`src/rtl/ssr_pkg.sv`:
```
package ssr_pkg;

    ////////////////////////////////////////////////////////////////////////
    // Clock and timing
    localparam int unsigned CLK_HZ        = 20_000_000;
    localparam int unsigned CLK_PERIOD_NS = 1_000_000_000 / CLK_HZ;
    // Output period at the fastest output rate, in ns
    localparam int unsigned OUT_PERIOD_NS = 125_000;
    localparam int unsigned OUT_PERIOD_CYC = OUT_PERIOD_NS / CLK_PERIOD_NS;
    // Time the reset-in-progress flag stays up after reset release, in ns
    localparam int unsigned RESET_BUSY_NS  = 1_000;
    localparam int unsigned RESET_BUSY_CYC =
        (RESET_BUSY_NS + CLK_PERIOD_NS - 1) / CLK_PERIOD_NS;

    ////////////////////////////////////////////////////////////////////////
    // Device register map (link addresses)
    localparam logic [7:0] ADDR_DATA_LAST = 8'h06;
    localparam logic [7:0] ADDR_SNAPSHOT  = 8'h07;
    localparam logic [7:0] ADDR_CONFIG    = 8'h08;
    localparam logic [7:0] ADDR_PSTATUS   = 8'h09;
    localparam logic [7:0] ADDR_KEY       = 8'h0a;
    localparam logic [7:0] ADDR_STROBES   = 8'h0b;
    localparam logic [7:0] ADDR_SSTATUS   = 8'h0f;

    // Primary status fields
    localparam int unsigned PS_RESET_BIT = 0;
    localparam int unsigned PS_CHK_BIT   = 1;
    localparam int unsigned PS_PROT_BIT  = 2;
    // Strobe fields
    localparam int unsigned ST_ALIGN_BIT = 0;
    localparam int unsigned ST_LATCH_BIT = 1;
    // Secondary status fields
    localparam int unsigned SS_UNREAD_BIT = 3;

    localparam logic [7:0] KEY_LOCK   = 8'hca;
    localparam logic [7:0] KEY_UNLOCK = 8'h9c;
    localparam logic [7:0] CONFIG_RST = 8'h00;
    // Silicon revision; value is arbitrary
    localparam logic [2:0] REVISION   = 3'h5;

    ////////////////////////////////////////////////////////////////////////
    // Host controller APB map
    localparam logic [11:0] H_CMD    = 12'h000;
    localparam logic [11:0] H_RESULT = 12'h004;
    localparam logic [11:0] H_ISTAT  = 12'h008;
    localparam logic [11:0] H_IMASK  = 12'h00c;
    // Command and result fields
    localparam int unsigned CMD_WDATA_LSB = 8;
    localparam int unsigned CMD_WRITE_BIT = 16;
    localparam int unsigned CMD_GO_BIT    = 17;
    localparam int unsigned RES_BUSY_BIT  = 16;
    // Interrupt status fields
    localparam int unsigned IRQ_DONE_BIT = 0;
    localparam int unsigned IRQ_REF_BIT  = 1;
    localparam int unsigned IRQ_W        = 2;

    typedef enum logic [1:0] {
        HS_IDLE,
        HS_WAIT,
        HS_DONE
    } ssr_host_state_e;

endpackage

```
`src/rtl/ssr_link_if.sv`:
```
`timescale 1ns/1ps
interface ssr_link_if;
    logic        req;
    logic        we;
    logic [7:0]  addr;
    logic [7:0]  wdata;
    logic [15:0] rdata;
    logic        ack;

    modport dev (input req, we, addr, wdata, output rdata, ack);
    modport host (output req, we, addr, wdata, input rdata, ack);
endinterface

```
`src/rtl/ssr_device.sv`:
```
`timescale 1ns/1ps
module ssr_device (
    // Clock and reset
    input  wire logic       CLK,
    input  wire logic       RST,
    // Link to host
    ssr_link_if.dev         LINK,
    // User side
    output logic [7:0]      CONFIG,
    output logic            PROTECTED,
    output logic            RESET_BUSY,
    output logic            SAMPLE_TICK,
    output logic            SYNC_PULSE,
    output logic            SNAP_PULSE
);

    ////////////////////////////////////////////////////////////////////////
    localparam logic [11:0] PERIOD_LAST =
        12'(ssr_pkg::OUT_PERIOD_CYC - 1);
    localparam logic [7:0]  RESET_LOAD  =
        8'(ssr_pkg::RESET_BUSY_CYC);

    logic [7:0]  rst_cnt_q;
    logic        busy;
    logic        ack_q;
    logic [15:0] rdata_q;
    logic        take;
    logic        wr;
    logic        rd;
    logic [7:0]  cfg_q;
    logic [7:0]  chk_prev_q;
    logic        chk_flag_q;
    logic        prot_q;
    logic        align_q;
    logic        latch_q;
    logic [11:0] cnt_q;
    logic [11:0] snap_q;
    logic        tick_q;
    logic        seen_q;
    logic        unread_q;
    logic [15:0] rd_mux;

    // Folded checksum over the configuration byte
    function automatic logic [7:0] ssr_chk(input logic [7:0] v);
        ssr_chk = v ^ {v[3:0], v[7:4]} ^ 8'h5a;
    endfunction

    assign take = LINK.req && !ack_q;
    assign wr   = take && LINK.we && !busy;
    assign rd   = take && !LINK.we;
    assign busy = (rst_cnt_q != 8'h00);

    ////////////////////////////////////////////////////////////////////////
    // Reset-in-progress countdown
    always_ff @(posedge CLK or posedge RST)
    begin
        if (RST)
            rst_cnt_q <= RESET_LOAD;
        else if (busy)
            rst_cnt_q <= rst_cnt_q - 8'h01;
    end

    ////////////////////////////////////////////////////////////////////////
    // Link handshake and read data
    always_comb
    begin
        rd_mux = 16'h0000;
        unique case (LINK.addr)
            ssr_pkg::ADDR_SNAPSHOT:
                rd_mux = {4'h0, snap_q};
            ssr_pkg::ADDR_CONFIG:
                rd_mux = {8'h00, cfg_q};
            ssr_pkg::ADDR_PSTATUS:
            begin
                rd_mux[ssr_pkg::PS_RESET_BIT] = busy;
                rd_mux[ssr_pkg::PS_CHK_BIT]   = chk_flag_q;
                rd_mux[ssr_pkg::PS_PROT_BIT]  = prot_q;
            end
            ssr_pkg::ADDR_KEY:
                rd_mux = 16'h0000;
            ssr_pkg::ADDR_STROBES:
                rd_mux = {14'h0000, latch_q, align_q};
            ssr_pkg::ADDR_SSTATUS:
            begin
                rd_mux[2:0] = ssr_pkg::REVISION;
                rd_mux[ssr_pkg::SS_UNREAD_BIT] = unread_q;
            end
            default:
                rd_mux = 16'h0000;
        endcase
    end

    always_ff @(posedge CLK or posedge RST)
    begin
        if (RST)
            ack_q <= 1'b0;
        else
            ack_q <= take;
    end

    always_ff @(posedge CLK or posedge RST)
    begin
        if (RST)
            rdata_q <= 16'h0000;
        else if (rd)
            rdata_q <= rd_mux;
        else if (take)
            rdata_q <= 16'h0000;
    end

    ////////////////////////////////////////////////////////////////////////
    // Configuration and protection
    always_ff @(posedge CLK or posedge RST)
    begin
        if (RST)
            prot_q <= 1'b0;
        else if (wr && LINK.addr == ssr_pkg::ADDR_KEY)
        begin
            if (LINK.wdata == ssr_pkg::KEY_LOCK)
                prot_q <= 1'b1;
            else if (LINK.wdata == ssr_pkg::KEY_UNLOCK)
                prot_q <= 1'b0;
        end
    end

    always_ff @(posedge CLK or posedge RST)
    begin
        if (RST)
            cfg_q <= ssr_pkg::CONFIG_RST;
        else if (wr && LINK.addr == ssr_pkg::ADDR_CONFIG && !prot_q)
            cfg_q <= LINK.wdata;
    end

    // Checksum watch; a change wins over a clearing read
    always_ff @(posedge CLK or posedge RST)
    begin
        if (RST)
        begin
            chk_prev_q <= 8'h00;
            chk_flag_q <= 1'b0;
        end
        else
        begin
            chk_prev_q <= ssr_chk(cfg_q);
            if (busy)
                chk_flag_q <= 1'b0;
            else if (ssr_chk(cfg_q) != chk_prev_q)
                chk_flag_q <= 1'b1;
            else if (rd && LINK.addr == ssr_pkg::ADDR_PSTATUS)
                chk_flag_q <= 1'b0;
        end
    end

    ////////////////////////////////////////////////////////////////////////
    // Alignment and latch strobes
    always_ff @(posedge CLK or posedge RST)
    begin
        if (RST)
        begin
            align_q <= 1'b0;
            latch_q <= 1'b0;
        end
        else
        begin
            align_q <= wr && LINK.addr == ssr_pkg::ADDR_STROBES
                       && LINK.wdata[ssr_pkg::ST_ALIGN_BIT];
            latch_q <= wr && LINK.addr == ssr_pkg::ADDR_STROBES
                       && LINK.wdata[ssr_pkg::ST_LATCH_BIT];
        end
    end

    ////////////////////////////////////////////////////////////////////////
    // Output period counter
    always_ff @(posedge CLK or posedge RST)
    begin
        if (RST)
        begin
            cnt_q  <= 12'h000;
            tick_q <= 1'b0;
        end
        else if (align_q)
        begin
            cnt_q  <= 12'h000;
            tick_q <= 1'b0;
        end
        else
        begin
            tick_q <= (cnt_q == PERIOD_LAST);
            cnt_q  <= (cnt_q == PERIOD_LAST) ? 12'h000 : cnt_q + 12'h001;
        end
    end

    always_ff @(posedge CLK or posedge RST)
    begin
        if (RST)
            snap_q <= 12'h000;
        else if (latch_q)
            snap_q <= cnt_q;
    end

    ////////////////////////////////////////////////////////////////////////
    // Unread-sample tracking; a new miss wins over a clearing read
    always_ff @(posedge CLK or posedge RST)
    begin
        if (RST)
            seen_q <= 1'b0;
        else if (tick_q)
            seen_q <= 1'b0;
        else if (rd && LINK.addr <= ssr_pkg::ADDR_DATA_LAST)
            seen_q <= 1'b1;
    end

    always_ff @(posedge CLK or posedge RST)
    begin
        if (RST)
            unread_q <= 1'b0;
        else if (tick_q && !seen_q
                 && !(rd && LINK.addr <= ssr_pkg::ADDR_DATA_LAST))
            unread_q <= 1'b1;
        else if (rd && LINK.addr == ssr_pkg::ADDR_SSTATUS)
            unread_q <= 1'b0;
    end

    ////////////////////////////////////////////////////////////////////////
    assign LINK.ack    = ack_q;
    assign LINK.rdata  = rdata_q;
    assign CONFIG      = cfg_q;
    assign PROTECTED   = prot_q;
    assign RESET_BUSY  = busy;
    assign SAMPLE_TICK = tick_q;
    assign SYNC_PULSE  = align_q;
    assign SNAP_PULSE  = latch_q;

endmodule

```
`src/flat_wrapper.sv`:
```
// flat-port wrapper written by rule: the top's interface ports become plain ports
module ssr_device_flat 
  (CLK, RST, CONFIG, PROTECTED, RESET_BUSY, SAMPLE_TICK, SYNC_PULSE, SNAP_PULSE, LINK_req, LINK_we, LINK_addr, LINK_wdata, LINK_rdata, LINK_ack);
  ssr_link_if LINK_i ();
  input  wire logic CLK;
  input  wire logic RST;
  output logic [7:0] CONFIG;
  output logic PROTECTED;
  output logic RESET_BUSY;
  output logic SAMPLE_TICK;
  output logic SYNC_PULSE;
  output logic SNAP_PULSE;
  input wire logic [$bits(LINK_i.req)-1:0] LINK_req;
  input wire logic [$bits(LINK_i.we)-1:0] LINK_we;
  input wire logic [$bits(LINK_i.addr)-1:0] LINK_addr;
  input wire logic [$bits(LINK_i.wdata)-1:0] LINK_wdata;
  output wire logic [$bits(LINK_i.rdata)-1:0] LINK_rdata;
  output wire logic [$bits(LINK_i.ack)-1:0] LINK_ack;
  assign LINK_i.req = LINK_req;
  assign LINK_i.we = LINK_we;
  assign LINK_i.addr = LINK_addr;
  assign LINK_i.wdata = LINK_wdata;
  assign LINK_rdata = LINK_i.rdata;
  assign LINK_ack = LINK_i.ack;
  ssr_device u_core (.CLK(CLK), .RST(RST), .LINK(LINK_i), .CONFIG(CONFIG), .PROTECTED(PROTECTED), .RESET_BUSY(RESET_BUSY), .SAMPLE_TICK(SAMPLE_TICK), .SYNC_PULSE(SYNC_PULSE), .SNAP_PULSE(SNAP_PULSE));
endmodule
```
`config.mk`:
```
export PLATFORM = sky130hd
export DESIGN_NAME = ssr_device_flat
export DESIGN_NICKNAME = d
export VERILOG_FILES = /design/src/rtl/ssr_pkg.sv /design/src/rtl/ssr_link_if.sv /design/src/rtl/ssr_device.sv /design/src/flat_wrapper.sv
export SDC_FILE = /design/constraint.sdc
export NUM_CORES = 1
export LEC_CHECK = 0
export ABC_AREA = 1
export BUFFER_PORTS_ARGS = -buffer_cell sky130_fd_sc_hd__buf_2
export CAP_MARGIN = 40
export CORE_MARGIN = 2
export CORE_UTILIZATION = 40
export DETAILED_ROUTE_END_ITERATION = 6
export PLACE_DENSITY = 0.61
export RECOVER_POWER = 100
export SETUP_SLACK_MARGIN = 0.05
export SYNTH_ARGS = -nofsm -noshare
export SYNTH_HDL_FRONTEND = slang
export SYNTH_SLANG_ARGS = --single-unit
```
`constraint.sdc`:
```
create_clock -name CLK -period 1.65 [get_ports CLK]
set_input_delay 0.0825 -clock CLK [delete_from_list [all_inputs] [get_ports CLK]]
set_output_delay 0.0825 -clock CLK [all_outputs]
set_load 0.005 [all_outputs]
```
* Yosys cells after proc, flatten, opt, wreduce, memory -nomap -nowiden
Index checks and enable logic that the tools add are counted.
** Storage, ports and cells
- Register bits :: 72
- Input port bits :: 20
- Output and inout port bits :: 30
- Word-level logic and storage cells :: 74
** Cells by class
- Add/subtract/negate cells :: 2
- Order comparisons :: 1
- Equality and inequality tests :: 10
- Multiplexer cells :: 17
- Bitwise gates (word level) :: 2
- Reductions and logical operators :: 28
** Operators with widths (number)
- == test 8 x 4 -> 1 bit, second input constant :: 5
- two-way mux 16 bit :: 2
- two-way mux 12 bit :: 2
- == test 8 bit, second input constant :: 2
- case mux 8 bit (2 select lines) :: 1
- logical AND 1 bit :: 15
- case mux 3 bit (5 select lines) :: 1
- adder 12 x 1 -> 12 bit, second input constant :: 1
- == test 12 bit, second input constant :: 1
- two-way mux 1 bit :: 10
- == test 8 x 3 -> 1 bit, second input constant :: 1
- less-or-equal comparator 8 x 3 -> 1 bit, second input constant :: 1
- != test 8 bit :: 1
- nonzero test 2 bit :: 4
- nonzero test 8 bit :: 1
- subtractor 8 x 1 -> 8 bit, second input constant :: 1
- XOR 8 bit :: 1
- zero test 1 bit :: 6
- inverter 4 bit :: 1
- case mux 1 bit (3 select lines) :: 1
- nonzero test 3 bit :: 1
- AND reduction 2 bit :: 1

* Longest topological paths before layout
Gate-level depths: netlist of run 1.
- Depth in word-level cells :: 7
- Mapped depth :: 10
- Mapped depth without buffers :: 9

* Least setup slack after synthesis of run 1
Ideal clock, no wire load.
- Kind :: reg2reg
- Start point :: reg u_core.rst_cnt_q[0]
- End point :: reg u_core.cfg_q[2], in the netlist u_core.CONFIG[2]
- Library setup time :: 0.118 ns
- Arrival time :: 1.410 ns
- Setup slack :: 0.122 ns
- Stages on the path, launching flop included :: 11
- Path buffers :: 1
- Clock period less this slack :: 1.528 ns
- Cells stage by stage :: dfrtp_1 -> inv_1 -> ha_1 -> nand3_2 -> nor2_8 -> inv_4 -> nor2_8 -> nand2_4 -> buf_6 -> nand2_2 -> o21ai_2
** On the way
- Cells in the longest elaborated chain, start to end :: 5
** Ends and longest elaborated chain
- from (decl) :: line ssr_device.sv:23 : logic [7:0] rst_cnt_q;
- from (signal assigned) :: line ssr_device.sv:60 : rst_cnt_q <= rst_cnt_q - 8'h01;
- nonzero test 8 bit :: line ssr_device.sv:51 : assign busy = (rst_cnt_q != 8'h00);
- named net RESET_BUSY :: line flat_wrapper.sv:9 : output logic RESET_BUSY;
- zero test 1 bit :: line ssr_device.sv:49 : assign wr = take && LINK.we && !busy;
- logical AND 1 bit :: line ssr_device.sv:49
- logical AND 1 bit (2 in a row) :: line ssr_device.sv:130 : else if (wr && LINK.addr == ssr_pkg::ADDR_CONFIG && !prot_q)
- to (signal assigned) :: line ssr_device.sv:129 : cfg_q <= ssr_pkg::CONFIG_RST;
- to (signal assigned) :: line ssr_device.sv:131 : cfg_q <= LINK.wdata;
- to (decl) :: line ssr_device.sv:30 : logic [7:0] cfg_q;
The timed path passes the listed nets, and every way through them passes these cells.
A chain may end at the register's enable or synchronous reset.

* Worst setup path in the final report of run 1
- Start point :: reg u_core.rst_cnt_q[1]
- End point :: out RESET_BUSY
** On the way
- Cells in the longest elaborated chain, start to end :: 1
** Ends and longest elaborated chain (line)
- nonzero test 8 bit :: ssr_device.sv:51
- to (decl) :: flat_wrapper.sv:9
Every way passes these cells.

==> results of run 1 <==
## final timing paths
path,start,endpoint
setup / recovery,u_core.rst_cnt_q[1]$_DFFE_PP0P_,RESET_BUSY
hold / removal,LINK_wdata[4],u_core.CONFIG[4]$_DFFE_PP0P_
setup reg to reg,u_core.rst_cnt_q[1]$_DFFE_PP0P_,u_core.CONFIG[0]$_DFFE_PP0P_
hold reg to reg,u_core.SAMPLE_TICK$_DFF_PP0_,u_core.seen_q$_DFFE_PP0P_
max in group asynchronous,RST,u_core.LINK.rdata[8]$_DFFE_PP0P_
min in group asynchronous,RST,u_core.SNAP_PULSE$_DFF_PP0_
## cells by family after synthesis
family	after synthesis	share of synthesized area, %
buf+inv	65	8.14
simple gates	229	30.8
compound gates	36	6.03
other cells	1	0.113
xor+xnor	8	2.11
mux	1	0.339
flops	68	51.4
fa+ha+maj	3	1.13
## power breakdown
group	switching, mW	leakage (nW)	total, mW	internal, mW
Clock	0.696	0.0918	1.40	0.702
Combinational	0.263	1.05	0.400	0.137
Sequential	0.101	0.894	1.86	1.76
## Yosys cell counts (all sizes together)
master  number  area, um2
nand2      118        460
dfrtp       66       1650
inv         55        209
nor2        52        243
nand3       31        160
o21ai       21        124
a21oi       14       70.1
nor3        14       70.1
nand4        7       43.8
buf          6       46.3
xor2         6       52.6
or2          5       31.3
clkbuf       4       15.0
ha           3       37.5
dfstp        2       52.6
xnor2        2       17.5
a31oi        1       6.26
conb         1       3.75
mux2         1       11.3
nand2b       1       6.26
nor4         1       6.26
## stage by stage
| stage | setup slack [ns] | cell area (um2) | instances |
|---|---|---|---|
| finish | 0.114 | 3910 | 584 |
| global route | 0.0323 | 3910 | 584 |
| CTS | 0.0580 | 3910 | 579 |
| detailed placement | 0.101 | 3690 | 561 |
| global placement | 0.175 | 3690 | 561 |
| floorplan | 0.122 | 3330 | 414 |
## routing by layer
layer	wire length (um)	vias to the layer above	global-route usage (%)	part of all wire (%)
met5	0	-	0	0
met4	111	0	7.73	1.5
li1	-	1413	-	-
met2	3490	66	27.9	46
met3	346	8	3.72	4.6
met1	3650	1305	26.1	48
## registers in the layout, summed over array words and instances, names as in the netlist
register            flops
u_core.SNAP_PULSE       1
u_core.PROTECTED        1
u_core.seen_q           1
u_core.rst_cnt_q        8
u_core.CONFIG           8
u_core.SAMPLE_TICK      1
u_core.unread_q         1
u_core.LINK.ack         1
u_core.chk_flag_q       1
u_core.snap_q          12
u_core.chk_prev_q       8
u_core.SYNC_PULSE       1
u_core.cnt_q           12
u_core.LINK.rdata      12
## area by class of cell
class	instances	area [um2]
clock buffer	9	124
fill	830	4220
multi-input combinational	281	1360
sequential	68	1700
clock inverter	7	75.1
inverter	55	213
timing repair buffer	59	303
tap	105	131
## worst min-delay path: stages
cell and delay, ns:
buf_2 0.11, inv_1 0.08, o21ai_2 0.06
## repair_timing
| item | 4_1_cts | 5_1_grt |
|---|---|---|
| endpoints found under the hold margin | 67 | 0 |
| hold buffers | 2 | 0 |
| buffers inserted | 0 | 5 |
| endpoints found under the setup margin | 0 | 13 |
| gates resized for setup | 0 | 6 |
==> results.sh, run 1 <==
export IMPL_min_period_over_period_pct=93.1
export IMPL_die_area_mm2=0.00904
export IMPL_drt_first_pass_iters=4
export IMPL_final_hold_viol_count=0
export IMPL_p_leak_nw=2.03
export IMPL_cts_htree_levels=3
export IMPL_wl_per_cell_um=13.0
export IMPL_antenna_found_initial=0
export IMPL_cp_slowest_cell="dfrtp_1"
export IMPL_cts_root_buf="clkbuf_8"
export IMPL_final_common_cell="nand2_1"
export IMPL_grt_usage_pct=18.5
export IMPL_cts_clk_slew_worst_paths_ns=0.08
export IMPL_worst_pin_slew_ns=0.932
export IMPL_min_path_cells=3
export IMPL_initial_utilization_pct=40.8
export IMPL_end_kind="primary output"
export IMPL_slew_headroom_pct=37.9
export IMPL_drc_errors=0
export IMPL_tritoncts="yes"
export IMPL_postRouteAntennaNets=0
export IMPL_utilization_pct=48.1
export IMPL_maxCapViolCount=0
export IMPL_area_growth_pct=17.9
export IMPL_overflow=0
export IMPL_outcome="complete, no violations"
export IMPL_routed_wl_mm=7.60
export IMPL_peakVddDrop_mv=0.376
export IMPL_rows=33
export IMPL_crit_type="flop to primary output"
export IMPL_io_pins=50
export IMPL_yosysWarnings=0
export IMPL_path_max_fanout=5
export IMPL_routabilityCongestion=0.866
export IMPL_clockBufferDepth=2
export IMPL_hold_path_class="primary input to flop"
export IMPL_r2r_setup_slack_ns=0.14
export IMPL_cp_required_ns=1.57
export IMPL_cp_buffers_inverters=3
export IMPL_period_needed_ns=1.54
export IMPL_clock_sinks=68
export IMPL_ys_types=31
export IMPL_critPathTopFamily="flip-flops"
export IMPL_synth_cells=411
export IMPL_diodes=0
export IMPL_post_dp_hpwl_mm=5.56
export IMPL_p_total_mw=3.66
export IMPL_layout_nets=497
export IMPL_reg2reg_depth=9
export IMPL_whs_ns=0.0124
export IMPL_final_cell_mix="nand2_1, dfrtp_1, inv_1, nor2_1, nand3_1"
export IMPL_setup_viol=0
export IMPL_skew_ns=0.0102
export IMPL_worstSkewPairLatency_ns=0.35
export IMPL_dieHeight_um=95.1
export IMPL_crit_cells=6
export IMPL_max_stage_delay_ns=0.41
export IMPL_core_area_mm2=0.00813
export IMPL_cp_cell_sequence="inv_2 -> ha_1 -> nand3_4 -> nor2_8 -> inv_4 -> clkbuf_1"
export IMPL_vias=2792
export IMPL_grt_start_max_net_pins=69
export IMPL_die_w_um=95.1
export IMPL_ys_ff_latch=68
export IMPL_synth_area_per_cell_um2=8.07
export IMPL_rsz0062_at_grt="no"
export IMPL_p_per_area_mw_per_mm2=934
export IMPL_drt_iter0_drc=172
export IMPL_cp_arrival_ns=1.45
export IMPL_grt_pass1_wl_mm=12.8
export IMPL_setup_tns_ns=0
export IMPL_cts_made_buffers=9
export IMPL_grt_pass1_vias=2727
export IMPL_avgViaCountPerCell=4.78
export IMPL_ys_seq_area_share_pct=51.4
export IMPL_port_buffers=45
export IMPL_start_kind="flop"
export IMPL_slew_viol_final=0
export IMPL_drive_gt1_share_pct=16.5
export IMPL_fmax_mhz=651
export IMPL_netlist_area_mm2=0.00332
Power figures use the tool's default switching activity.
==> run 2: changes to the inputs <==
- CTS_BUF_LIST: default -> sky130_fd_sc_hd__clkbuf_2
==> results.sh, run 2 (synthesis gave the netlist of run 1 again) <==
export IMPL_skew_ns=0.0245
export IMPL_period_needed_ns=1.62
export IMPL_die_w_um=95.1
export IMPL_final_cell_mix="nand2_1, dfrtp_1, inv_1, nor2_1, buf_2"
export IMPL_hold_path_class="primary input to flop"
export IMPL_slew_viol_final=0
export IMPL_crit_type="flop to flop"
export IMPL_place_inst=561
export IMPL_fin_ws_ns=0.0343
export IMPL_peakVddDrop_mv=0.377
export IMPL_antenna_found_initial=0
export IMPL_clockBufferDepth=2
export IMPL_diodes=0
export IMPL_worstSkewPairLatency_ns=0.52
export IMPL_die_area_mm2=0.00904
export IMPL_maxCapViolCount=0
export IMPL_cp_arrival_ns=2.05
export IMPL_fin_cells=607
export IMPL_wl_per_cell_um=13.5
export IMPL_regArea_mm2=0.00170
export IMPL_core_area_mm2=0.00813
export IMPL_final_fill_count=802
export IMPL_cts_made_buffers=9
export IMPL_rsz0062_at_grt="yes"
export IMPL_whs_ns=0.0598
export IMPL_clock_sinks=68
export IMPL_area_growth_pct=24.5
export IMPL_slew_headroom_pct=37.4
export IMPL_rows=33
export IMPL_cp_required_ns=2.08
export IMPL_min_period_over_period_pct=97.9
export IMPL_utilization_pct=50.8
export IMPL_r2r_setup_slack_ns=0.03
export IMPL_final_hold_viol_count=0
export IMPL_hold_start="LINK_addr[6]"
export IMPL_setup_viol=0
export IMPL_dieHeight_um=95.1
export IMPL_initial_utilization_pct=40.8
export IMPL_cts_htree_levels=3
export IMPL_drive_gt1_share_pct=21.3
export IMPL_outcome="complete, no violations"
export IMPL_vias=2916
export IMPL_pre_cts_ws_ns=0.101
export IMPL_routed_wl_mm=8.22
export IMPL_drc_errors=0
export IMPL_grt_pass1_vias=2764
export IMPL_layout_nets=520
export IMPL_avgViaCountPerCell=4.80
export IMPL_drt_iter0_drc=154
export IMPL_crit_start="u_core.rst_cnt_q[1]$_DFFE_PP0P_"
export IMPL_multi_input_area_mm2=0.00144
export IMPL_grt_start_max_net_pins=69
export IMPL_cts_clk_slew_worst_paths_ns=0.21
export IMPL_drt_first_pass_iters=4
export IMPL_p_leak_nw=2.14
export IMPL_end_kind="flop"
export IMPL_grt_pass1_wl_mm=13.3
export IMPL_final_common_cell="nand2_1"
export IMPL_overflow=0
export IMPL_fin_area_mm2=0.00413
export IMPL_p_per_area_mw_per_mm2=800
export IMPL_grt_usage_pct=19.3
export IMPL_start_kind="flop"
export IMPL_worst_pin_slew_ns=0.940
export IMPL_path_max_fanout=7
export IMPL_port_buffers=45
export IMPL_r2r_start="u_core.rst_cnt_q[1]$_DFFE_PP0P_"
export IMPL_post_dp_hpwl_mm=5.56
export IMPL_io_pins=50
export IMPL_placed_area_mm2=0.00369
export IMPL_routabilityCongestion=0.866
export IMPL_cts_root_buf="clkbuf_2"
export IMPL_fmax_mhz=619
export IMPL_tritoncts="yes"
export IMPL_postRouteAntennaNets=0
run 2: cell types whose count changed in the layout (fill, tap and decap cells not counted), sizes merged:
cell / delta
dlygate4sd3: +15
buf: +12
nand2: +1
clkbuf: -5
run 2: metal layers:
| metal | track usage [%] | up-vias | wire (um) |
|---|---|---|---|
| met5 | 0 | - | 0 |
| met4 | 7.37 | 0 | 140 |
| met3 | 3.95 | 11 | 363 |
| met2 | 29.8 | 70 | 3930 |
| met1 | 26.7 | 1369 | 3780 |
| li1 | - | 1466 | - |
run 2: final cells by class:
type	instances	share of cell area [%]
inverters	55	5.21
well taps	105	3.18
flip-flops and latches	68	41.2
repair buffers	81	12.6
multi-input cells	282	34.9
clock inverters	7	1.82
clock buffers	9	1.09
run 2: final timing paths:
check                                          endpoint  cells past startpoint
max                        u_core.CONFIG[1]$_DFFE_PP0P_                     10
min                           u_core.seen_q$_DFFE_PP0P_                      6
max reg2reg                u_core.CONFIG[1]$_DFFE_PP0P_                     10
min reg2reg                   u_core.seen_q$_DFFE_PP0P_                      1
max in group asynchronous  u_core.snap_q[9]$_DFFE_PP0P_                      4
min in group asynchronous   u_core.unread_q$_DFFE_PP0P_                      4
run 2: metrics by stage:
stage	total power, mW	TNS (ns)
after floorplan	2.15	0
final	3.31	0
after detailed placement	2.28	0
after global placement	2.28	0
after global routing	3.49	-0.139
after CTS	3.33	0
run 2: critical path, stage by stage, from the launching register on:
cell	delay [ns]
dfrtp_1	0.44
inv_2	0.09
ha_4	0.15
nand3_4	0.08
nor2_8	0.12
inv_6	0.04
buf_4	0.15
nor2_8	0.19
nand2_8	0.12
nand2_4	0.09
o21ai_2	0.06
run 2: timing repair:
item                       4_1_cts  5_1_grt
hold buffers                    17        0
hold endpoints to repair        82        0
setup buffers                    8        4
setup endpoints to repair        1       17
cloned                           0        1
pin swaps                        4        2
gates resized for setup          7       18
run 2: report_power, final:
part / switching, mW / internal, mW
Sequential: 0.101 / 1.76
Clock: 0.658 / 0.352
Combinational: 0.275 / 0.162
Total: 1.03 / 2.27
